<file path="config.mk">
export PLATFORM = sky130hd
export DESIGN_NAME = scl_loader
export DESIGN_NICKNAME = d
export VERILOG_FILES = /design/src/rtl/scl_pin_sync.v /design/src/rtl/scl_loader.v
export VERILOG_INCLUDE_DIRS = /design/src /design/src/rtl
export SDC_FILE = /design/constraint.sdc
export NUM_CORES = 1
export LEC_CHECK = 0
export BUFFER_PORTS_ARGS = -buffer_cell sky130_fd_sc_hd__buf_2
export CORE_ASPECT_RATIO = 0.6
export CORE_UTILIZATION = 50
export DETAILED_ROUTE_END_ITERATION = 10
export GPL_ROUTABILITY_DRIVEN = 0
export PLACE_DENSITY = 0.76
export SETUP_SLACK_MARGIN = 0.15
export SLEW_MARGIN = 15
export SYNTH_ARGS = -nofsm -noshare
export SYNTH_HDL_FRONTEND = slang
export SYNTH_SLANG_ARGS = --single-unit
</file>
<file path="constraint.sdc">
create_clock -name core_clk -period 3.8 [get_ports core_clk]
set_clock_uncertainty 0.15 [all_clocks]
set_input_delay 0.57 -clock core_clk [delete_from_list [all_inputs] [get_ports core_clk]]
set_output_delay 0.57 -clock core_clk [all_outputs]
set_load 0.005 [all_outputs]
</file>
<file path="src/rtl/scl_defines.vh">
// constants for the serial configuration register loader
`ifndef SCL_DEFINES_VH
`define SCL_DEFINES_VH

// -----------------------------------------------------------------
// word layout
// -----------------------------------------------------------------
`define SCL_WORD_W        32
`define SCL_ADDR_MSB      3
`define SCL_DATA_LSB      4
`define SCL_DATA_MSB      31

// -----------------------------------------------------------------
// register addresses
// -----------------------------------------------------------------
`define SCL_A_SOFT_RESET  4'h0
`define SCL_A_CH0         4'h4
`define SCL_A_CH1         4'h5
`define SCL_A_CH2         4'h6
`define SCL_A_CH3         4'h7
`define SCL_A_FIXED       4'h8
`define SCL_A_PD_RANGE    4'hb
`define SCL_A_REF_FILTER  4'hd
`define SCL_A_PWR_MUX     4'he
`define SCL_A_CAL         4'hf

// -----------------------------------------------------------------
// field positions
// -----------------------------------------------------------------
`define SCL_F_SOFT_RESET  31
`define SCL_F_DLY_MSB     7
`define SCL_F_DLY_LSB     4
`define SCL_F_DIV_MSB     15
`define SCL_F_DIV_LSB     8
`define SCL_F_EN          16
`define SCL_F_MUX_MSB     18
`define SCL_F_MUX_LSB     17
`define SCL_F_PDR         15
`define SCL_F_FREQ_MSB    21
`define SCL_F_FREQ_LSB    14
`define SCL_F_RB_MSB      13
`define SCL_F_RB_LSB      11
`define SCL_F_RA_MSB      10
`define SCL_F_RA_LSB      8
`define SCL_F_CAP_MSB     7
`define SCL_F_CAP_LSB     4

// -----------------------------------------------------------------
// power-on defaults
// -----------------------------------------------------------------
`define SCL_RST_CH        32'h0000_0100
`define SCL_RST_FIXED     32'h0000_0000
`define SCL_RST_PDR       32'h0000_0000
`define SCL_RST_REF       32'h0002_8000
`define SCL_RST_PWR_MUX   32'h0800_0a00
`define SCL_RST_CAL       32'h0802_f800

`endif

</file>
<file path="src/rtl/scl_pin_sync.v">
// two-flop synchroniser with edge detect for the serial pins
`timescale 1ns/1ps

module scl_pin_sync #(
    parameter WIDTH = 3
) (
    // clock and reset
    input  wire             core_clk,
    input  wire             rst_n,
    // raw pins
    input  wire [WIDTH-1:0] pin_in,
    // synchronised view
    output wire [WIDTH-1:0] level,
    output wire [WIDTH-1:0] rise
);

    reg [WIDTH-1:0] meta_reg;
    reg [WIDTH-1:0] sync_reg;
    reg [WIDTH-1:0] prev_reg;

    // first stage feeds only the second; edges seen on stage two
    always @(posedge core_clk) begin
        if (!rst_n) begin
            meta_reg <= {WIDTH{1'b0}};
            sync_reg <= {WIDTH{1'b0}};
            prev_reg <= {WIDTH{1'b0}};
        end else begin
            meta_reg <= pin_in;
            sync_reg <= meta_reg;
            prev_reg <= sync_reg;
        end
    end

    assign level = sync_reg;
    assign rise  = sync_reg & ~prev_reg;

endmodule

</file>
<file path="src/rtl/scl_loader.v">
// serial configuration port and register bank
//
// Notes on behaviour
// - each write is one 32-bit word
// - last four bits select the register
// - preceding 28 bits are register data
// - shift on clock rise while latch low
// - latch rise copies data to addressed register
// - address 15 write loads and starts calibration
// - soft reset restores defaults, self clears
`timescale 1ns/1ps
`include "scl_defines.vh"

module scl_loader #(
    parameter WORD_W = `SCL_WORD_W
) (
    // clock and reset
    input  wire        core_clk,
    input  wire        rst_n,
    // serial programming pins
    input  wire        serial_shift_clock,
    input  wire        serial_data_in,
    input  wire        serial_latch_enable,
    // output channel fields, four channels packed low to high
    output wire [15:0] output_delay_step,
    output wire [31:0] output_divider_value,
    output wire [3:0]  output_enable_bit,
    output wire [7:0]  output_path_select,
    // phase detector and reference settings
    output wire        phase_detector_range_bit,
    output wire [7:0]  reference_freq_mhz,
    output wire [2:0]  loop_filter_resistor_b,
    output wire [2:0]  loop_filter_resistor_a,
    output wire [3:0]  loop_filter_capacitors,
    // whole words of the remaining registers
    output wire [31:0] fixed_pattern_word,
    output wire [31:0] power_mux_word,
    output wire [31:0] calibration_word,
    // one-cycle pulse on each completed address 15 write
    output reg         calibration_start
);

    // -------------------------------------------------------------
    // pin synchronisation
    // -------------------------------------------------------------
    // the host pins are asynchronous, so all three pass the same two
    // flops and keep their relative timing; a pin level held for less
    // than one cycle may be lost
    wire [2:0] pin_level;
    wire [2:0] pin_rise;

    scl_pin_sync #(
        .WIDTH (3)
    ) u_sync (
        .core_clk (core_clk),
        .rst_n    (rst_n),
        .pin_in   ({serial_latch_enable, serial_data_in,
                    serial_shift_clock}),
        .level    (pin_level),
        .rise     (pin_rise)
    );

    wire shift_edge = pin_rise[0];
    wire data_bit   = pin_level[1];
    wire latch_low  = ~pin_level[2];
    wire latch_edge = pin_rise[2];

    // -------------------------------------------------------------
    // shift register
    // -------------------------------------------------------------
    reg [WORD_W-1:0] shift_reg;

    // msb enters first and ends at the top after 32 edges
    // extra early bits fall out of the top; only the last 32 count
    always @(posedge core_clk) begin
        if (!rst_n) begin
            shift_reg <= {WORD_W{1'b0}};
        end else if (shift_edge && latch_low) begin
            shift_reg <= {shift_reg[WORD_W-2:0], data_bit};
        end
    end

    // data and address split of the received word; the address nibble
    // is kept in the stored word so the word outputs show it
    wire [3:0]        word_addr = shift_reg[`SCL_ADDR_MSB:0];
    wire [27:0]       word_data =
        shift_reg[`SCL_DATA_MSB:`SCL_DATA_LSB];
    wire [WORD_W-1:0] word_val  = {word_data, word_addr};

    // -------------------------------------------------------------
    // address decode
    // -------------------------------------------------------------
    // one decode shared by the reset and launch paths, so the two can
    // never disagree about which word was latched
    function addr_hit;
        input       load_seen;
        input [3:0] addr;
        input [3:0] target;
        begin
            addr_hit = load_seen && (addr == target);
        end
    endfunction

    // -------------------------------------------------------------
    // register bank
    // -------------------------------------------------------------
    // one whole word per register; the channel words sit in an array
    // so the field slicing below can be a generate loop
    reg  [31:0] ch_reg [0:3];
    reg  [31:0] fixed_reg;
    reg  [31:0] pdr_reg;
    reg  [31:0] ref_reg;
    reg  [31:0] pwr_reg;
    reg  [31:0] cal_reg;

    wire soft_reset = addr_hit(latch_edge, word_addr, `SCL_A_SOFT_RESET)
                    && word_val[`SCL_F_SOFT_RESET];
    wire do_reset   = !rst_n || soft_reset;

    // address 0 holds only the self-clearing reset bit, so nothing
    // else needs storing; other address-0 bits are ignored
    integer i;
    always @(posedge core_clk) begin
        if (do_reset) begin
            for (i = 0; i < 4; i = i + 1) begin
                ch_reg[i] <= `SCL_RST_CH;
            end
            fixed_reg <= `SCL_RST_FIXED;
            pdr_reg   <= `SCL_RST_PDR;
            ref_reg   <= `SCL_RST_REF;
            pwr_reg   <= `SCL_RST_PWR_MUX;
            cal_reg   <= `SCL_RST_CAL;
        end else if (latch_edge) begin
            case (word_addr)
                `SCL_A_CH0: begin
                    ch_reg[0] <= word_val;
                end
                `SCL_A_CH1: begin
                    ch_reg[1] <= word_val;
                end
                `SCL_A_CH2: begin
                    ch_reg[2] <= word_val;
                end
                `SCL_A_CH3: begin
                    ch_reg[3] <= word_val;
                end
                `SCL_A_FIXED: begin
                    fixed_reg <= word_val;
                end
                `SCL_A_PD_RANGE: begin
                    pdr_reg <= word_val;
                end
                `SCL_A_REF_FILTER: begin
                    ref_reg <= word_val;
                end
                `SCL_A_PWR_MUX: begin
                    pwr_reg <= word_val;
                end
                `SCL_A_CAL: begin
                    cal_reg <= word_val;
                end
                default: begin
                    // unused addresses are simply dropped
                end
            endcase
        end
    end

    // calibration launch pulse, aligned with the load of address 15
    // one cycle wide: a new launch needs a new latch edge
    always @(posedge core_clk) begin
        if (!rst_n) begin
            calibration_start <= 1'b0;
        end else begin
            calibration_start <= addr_hit(latch_edge, word_addr,
                                          `SCL_A_CAL);
        end
    end

    // -------------------------------------------------------------
    // field outputs
    // -------------------------------------------------------------
    // plain slices of the stored words: they move only on the load
    // cycle, which keeps every field of a channel consistent
    genvar g;
    generate
        for (g = 0; g < 4; g = g + 1) begin : g_ch
            assign output_delay_step[g*4 +: 4] =
                ch_reg[g][`SCL_F_DLY_MSB:`SCL_F_DLY_LSB];
            assign output_divider_value[g*8 +: 8] =
                ch_reg[g][`SCL_F_DIV_MSB:`SCL_F_DIV_LSB];
            assign output_enable_bit[g] = ch_reg[g][`SCL_F_EN];
            assign output_path_select[g*2 +: 2] =
                ch_reg[g][`SCL_F_MUX_MSB:`SCL_F_MUX_LSB];
        end
    endgenerate

    assign phase_detector_range_bit = pdr_reg[`SCL_F_PDR];
    assign reference_freq_mhz =
        ref_reg[`SCL_F_FREQ_MSB:`SCL_F_FREQ_LSB];
    assign loop_filter_resistor_b = ref_reg[`SCL_F_RB_MSB:`SCL_F_RB_LSB];
    assign loop_filter_resistor_a = ref_reg[`SCL_F_RA_MSB:`SCL_F_RA_LSB];
    assign loop_filter_capacitors =
        ref_reg[`SCL_F_CAP_MSB:`SCL_F_CAP_LSB];

    assign fixed_pattern_word = fixed_reg;
    assign power_mux_word     = pwr_reg;
    assign calibration_word   = cal_reg;

endmodule

</file>
==> results of run 1 <==
[cell type report]
cell class | instances | share of cell area, %
clock buffer | 30 | 6.290
sequential | 216 | 50.84
inverter | 1 | 0.03875
tap | 203 | 2.622
clock inverter | 4 | 0.1808
timing repair buffer | 196 | 10.67
multi-input combinational | 519 | 29.36
[logic make-up (layout without fill, tap and decap cells)]
kind of cell	after synthesis	in the layout	share of synthesized area, %
AOI/OAI and AO/OA	241	241	16.39
and+or+nand+nor	278	278	17.83
buffers and inverters	98	231	5.498
DFF	216	216	60.28
[routing by layer]
| layer | track usage [%] | share of wire (%) | wire length, um |
|---|---|---|---|
| met1 | 42.48 | 46 | 11000 |
| met4 | 5.840 | 1.4 | 333 |
| met2 | 42.13 | 43 | 10340 |
| met3 | 5.457 | 9.6 | 2300 |
| met5 | 0 | 0 | 0 |
[cells in the final DEF, fill, tap and decap left out, types with 2 or more instances in the layout]
| cell | n |
|---|---|
| a21boi_0 | 33 |
| a21oi_1 | 91 |
| and2_1 | 23 |
| and3_1 | 46 |
| buf_2 | 180 |
| buf_4 | 15 |
| clkbuf_1 | 4 |
| clkbuf_16 | 21 |
| clkbuf_8 | 5 |
| clkinv_2 | 2 |
| dfxtp_1 | 156 |
| edfxtp_1 | 60 |
| inv_1 | 3 |
| nand2_1 | 66 |
| nand2b_1 | 3 |
| nand3_1 | 114 |
| nand3b_1 | 3 |
| nand4b_1 | 2 |
| nor2_1 | 7 |
| o21a_1 | 7 |
| o21ai_0 | 100 |
| o21ai_1 | 3 |
| o21ai_2 | 3 |
[synthesized netlist by cell type, types with 2 or more instances]
master      n
and2_1     23
nor3b_1     2
nor2_1      8
edfxtp_1   60
and4b_1     2
nand2_1    66
o21ai_1     2
buf_1       2
clkbuf_1   73
nor2b_1     2
buf_6       5
nand2b_1    3
and3_1     46
nand3b_1    3
nand4b_1    2
buf_2       8
o21a_1      7
o21ai_0   104
a21boi_0   33
a21oi_1    91
nand3_1   114
dfxtp_1   156
buf_4       9
[how the worst min path moves through the flow]
stage                                   from                             to  slack, ns  depth (start not counted)
6_report                 serial_latch_enable  u_sync.meta_reg[2]$_SDFF_PN0_       0.14                          2
5_1_grt                  serial_latch_enable  u_sync.meta_reg[2]$_SDFF_PN0_       0.13                          2
4_1_cts                  serial_latch_enable  u_sync.meta_reg[2]$_SDFF_PN0_       0.12                          2
2_1_floorplan  u_sync.meta_reg[0]$_SDFF_PN0_     u_sync.level[0]$_SDFF_PN0_       0.26                          1
3_5_place_dp   u_sync.meta_reg[1]$_SDFF_PN0_     u_sync.level[1]$_SDFF_PN0_       0.27                          1
3_3_place_gp   u_sync.meta_reg[1]$_SDFF_PN0_     u_sync.level[1]$_SDFF_PN0_       0.27                          1
[power groups by stage]
| stage | Combinational, uW | Sequential, uW | Clock, uW |
|---|---|---|---|
| floorplan | 65.5 | 2450 | 0 |
| global placement | 99.6 | 2450 | 0 |
| detailed placement | 101 | 2450 | 0 |
| CTS | 101 | 2400 | 1950 |
| global route | 110 | 2400 | 2040 |
| finish | 103 | 2390 | 1930 |
[per-stage QoR]
step	worst slack, ns	area [sq um]	hold WS, ns
2_1_floorplan	1.195	8169	0.2619
3_3_place_gp	1.065	9049	0.2736
3_5_place_dp	0.9528	9049	0.2722
4_1_cts	0.9470	9676	0.1242
5_1_grt	1.142	9687	0.1327
6_report	1.241	9687	0.1351
==> flow_summary.ini, run 1 <==
[outcome]
status = finished clean

[worst_setup_path]
r2r-start = shift_reg[0]$_SDFFE_PN0P_
critPathLaunch = shift_reg[0]$_SDFFE_PN0P_
critPathCaptureType = register
endpoint = fixed_pattern_word[10]$_SDFFE_PP0P_
cp.required_ns = 4.01
crit_slowest_cell = or4b_4
worstPathCellList = or4b_4, o41ai_4, buf_12, a21oi_1
cp.depth = 4
cp_top_family = compound AO/OA/AOI/OAI gates
critPathMaxFanout = 83
ff2ff_path_depth = 4
worstSetupPathType = register to register
arrival_ns = 2.77
regToRegSetupSlack_ns = 1.24
r2r-end = fixed_pattern_word[10]$_SDFFE_PP0P_
worstSetupStartpointType = register
worst-path-buf-inv = 1
cpPeakStageDelay_ns = 0.63

[logic_synthesis]
syn_area_per_cell_sq_um = 9.807
synth.ff_latch_count = 216
synthesis.area_sq_um = 8169
synth-edff-count = 60
mappedNetlistNets = 838
async_flop_share_pct = 0
netlist.area_leader.share_pct = 38.23
yosysSeqAreaShare_pct = 60.28
synth_cells = 833
ys_top_cells_by_area = dfxtp_1 (38%), edfxtp_1 (22%), nand3_1 (7.0%)
synth.distinct_cells = 35
synth_warnings = 0
yosysTopAreaCell = dfxtp_1
synthFlopType = dfxtp_1

[detailed_routing]
post_drt_wl_per_cell_um = 20.51
drt_first_iter_violations = 852
drt.antenna.violating_nets = 0
drt-pass1-iter-count = 5
vias = 6854
wirelength_um = 23980
vias_per_cell = 5.863
drc_errors = 0

[worst_hold_path]
min_path_type = input pin to register

[sta]
hold_viol_final = 0
period_needed_ns = 2.559
rsz0062_at_grt = false
fmax_mhz = 390.7
fin_crit_sh_pct = 67.35
finalSetupViolCount = 0
slew_headroom_pct = 44.19
worst_pin_slew_ns = 0.8372
tns_ns = 0
maxSlewViolCount = 0

[final_layout]
fill_cells = 1340
area_growth_pct = 18.58
fin_util_pct = 61.96
largest_reg_flops = 60
diodes = 0
multi_input_area_sq_um = 2844
drive_gt1_share_pct = 24.53
regArea_sq_um = 4925
fin_nets = 959
instances_no_fill = 1169

[power_and_ir_drop]
pwr-share-comb_pct = 2.3
p_total_uw = 4424
power_density_nw_per_um2 = 456.7
pwr-share-clk_pct = 43.5
internal-power_uw = 3520
ir_drop_mv = 0.2245
p_leak_uw = 0.003857
p_seq_share_pct = 54.1
swShare_pct = 20.44
p_sw_uw = 904.2

[grt]
grt_pass1_vias = 6188
grtUsageTotal_pct = 28.27
antenna_found_initial = 0
grt_pass1_wl_um = 36470
grt_max_degree = 84
grt_overflow_total = 0

[clocking]
cts_root_buf = clkbuf_16
post-cts-setup-buffer-count = 0
cts_sinks = 216
tritoncts = done
clk_pin_slew_ns = 0.07
holdBufCountCts = 0
cts_buffers = 20
post_cts_resized = 0
clockBufferDepth = 3
clk_latency_ns = 0.49
htree_num_levels = 1

[floorplanning]
die_h_um = 101.0
rows = 35
die_x_um = 167.0
coreArea_sq_um = 15630
initial_core_util_pct = 52.25
ioPinCount = 181
die_area_sq_um = 16870

[job]
drv_cap = 0

[placement]
detailed_place_hpwl_um = 14660
dp_cells = 1135
port-buffer-count = 180
Power figures use the tool's default switching activity.
==> run 2, diff against run 1 <==
CORE_UTILIZATION = 49   (was 50)
PLACE_DENSITY = 0.78   (was 0.76)
clock period = 2.2 ns   (was 3.8 ns; I/O delays follow)
==> run 2 against run 1 <==
Final cell count rose by 5.2%. Register-to-register slack got worse by 1.2 ns. Non-clock buffer count rose by 32. Critical path depth fell by 1.
==> flow_summary.ini, run 2 (same netlist as run 1, synthesis figures left out) <==
[floorplanning]
die_area_sq_um = 17210
initial_core_util_pct = 50.24
die_h_um = 102.0
die_x_um = 168.7
coreArea_sq_um = 16260
rows = 36
ioPinCount = 181

[grt]
grt_max_degree = 74
grtUsageTotal_pct = 27.70
grt_pass1_wl_um = 36380
antenna_found_initial = 0
grt_pass1_vias = 6341
grt_overflow_total = 0

[worst_setup_path]
worstSetupStartpointType = register
r2r-start = shift_reg[0]$_SDFFE_PN0P_
critPathCaptureType = register
crit_slowest_cell = or4b_4
worstPathCellList = or4b_4, o41a_4, o21ai_4
cpPeakStageDelay_ns = 0.58
regToRegSetupSlack_ns = 0.07
critPathMaxFanout = 15
worstSetupPathType = register to register
cp.required_ns = 2.18
critPathLaunch = shift_reg[0]$_SDFFE_PN0P_
arrival_ns = 2.11

[detailed_routing]
drt_first_iter_violations = 888
vias = 7116
post_drt_wl_per_cell_um = 20.66
vias_per_cell = 5.785
drt-pass1-iter-count = 5
drc_errors = 0
drt.antenna.violating_nets = 0
wirelength_um = 25410

[worst_hold_path]
min_path_type = input pin to register
hp-start = rst_n

[job]
drv_cap = 0

[sta]
maxSlewViolCount = 0
hold_slack_ns = 0.2894
fmax_mhz = 469.6
slew_headroom_pct = 52.41
period_needed_ns = 2.129
rsz0062_at_grt = true
fin_crit_sh_pct = 96.79
hold_viol_final = 0
finalSetupViolCount = 0
tns_ns = 0
worst_pin_slew_ns = 0.7129

[clocking]
cts_buffers = 20
cts_sinks = 216
clockBufferDepth = 3
cts_root_buf = clkbuf_16
htree_num_levels = 1
clk_pin_slew_ns = 0.07
clk_latency_ns = 0.49
tritoncts = done

[final_layout]
fin_util_pct = 62.68
diodes = 0
most-common-layout-cells = buf_2 (180), dfxtp_1 (153), nand3_1 (114), o21ai_0 (100), a21oi_1 (91)
design_area_sq_um = 10190
largest_reg_flops = 60
area_growth_pct = 24.77
drive_gt1_share_pct = 27.35
fin_nets = 993
layout_commonest_cell = buf_2

[placement]
place_area_sq_um = 9306
detailed_place_hpwl_um = 14920
port-buffer-count = 180

[power_and_ir_drop]
p_total_uw = 7827
ir_drop_mv = 0.4456
p_leak_uw = 0.004089
power_density_nw_per_um2 = 768.0

[outcome]
status = finished clean
run 2: changes by cell type in the layout (fill, tap and decap cells not counted), moves of 4 or more:
| cell | change |
|---|---|
| buf_4 | +13 |
| buf_6 | +6 |
| clkbuf_16 | +5 |
| buf_12 | +4 |
run 2: report_power, final:
| group | internal, uW | switching (uW) | total (uW) |
|---|---|---|---|
| clock network | 1930 | 1510 | 3440 |
| registers | 4120 | 14.3 | 4130 |
| logic | 103 | 150 | 253 |
run 2: path summary, 6_finish.rpt:
kind | to | depth (start not counted)
worst max-delay path | ch_reg[1][12]$_SDFFCE_PN0P_ | 3
worst min-delay path | ref_reg[12]$_SDFFE_PP0P_ | 4
worst max register to register | ch_reg[1][12]$_SDFFCE_PN0P_ | 3
worst min register to register | u_sync.level[0]$_SDFF_PN0_ | 1
run 2: critical path, delay by kind of cell, from the launching register on:
family	cells	cell delay [ns]
and+or+nand+nor	1	0.58
AOI/OAI and AO/OA	2	0.72
DFF	1	0.31
run 2: per-layer routing:
layer	share of wire [%]	track usage, %
met4	2.4	7.972
met5	0	0
met3	12	5.926
met1	43	39.78
met2	43	42.34
run 2: cell type report:
class	count	area [sq um]
fill	1336	6068
sequential	216	4928
multi-input combinational	521	2895
timing repair buffer	228	1439
clock buffer	31	614.3
tap	228	285.3
clock inverter	5	26.28
inverter	1	3.754
run 2: through the flow:
stage          worst slack, ns  cells
6_report               0.07061   1230
3_3_place_gp           0.07335   1180
3_5_place_dp           0.04424   1180
5_1_grt               0.002273   1230
2_1_floorplan          0.06669    833
4_1_cts                0.07906   1221
run 2: what timing repair did:
action / in CTS / in global routing
endpoints found under the setup margin: 80 / 178
cloned: 2 / 7
setup buffers: 0 / 2
gates resized for setup: 5 / 10
hold buffers: 3 / 0
hold endpoints to repair: 3 / 0
pin swaps: 0 / 0
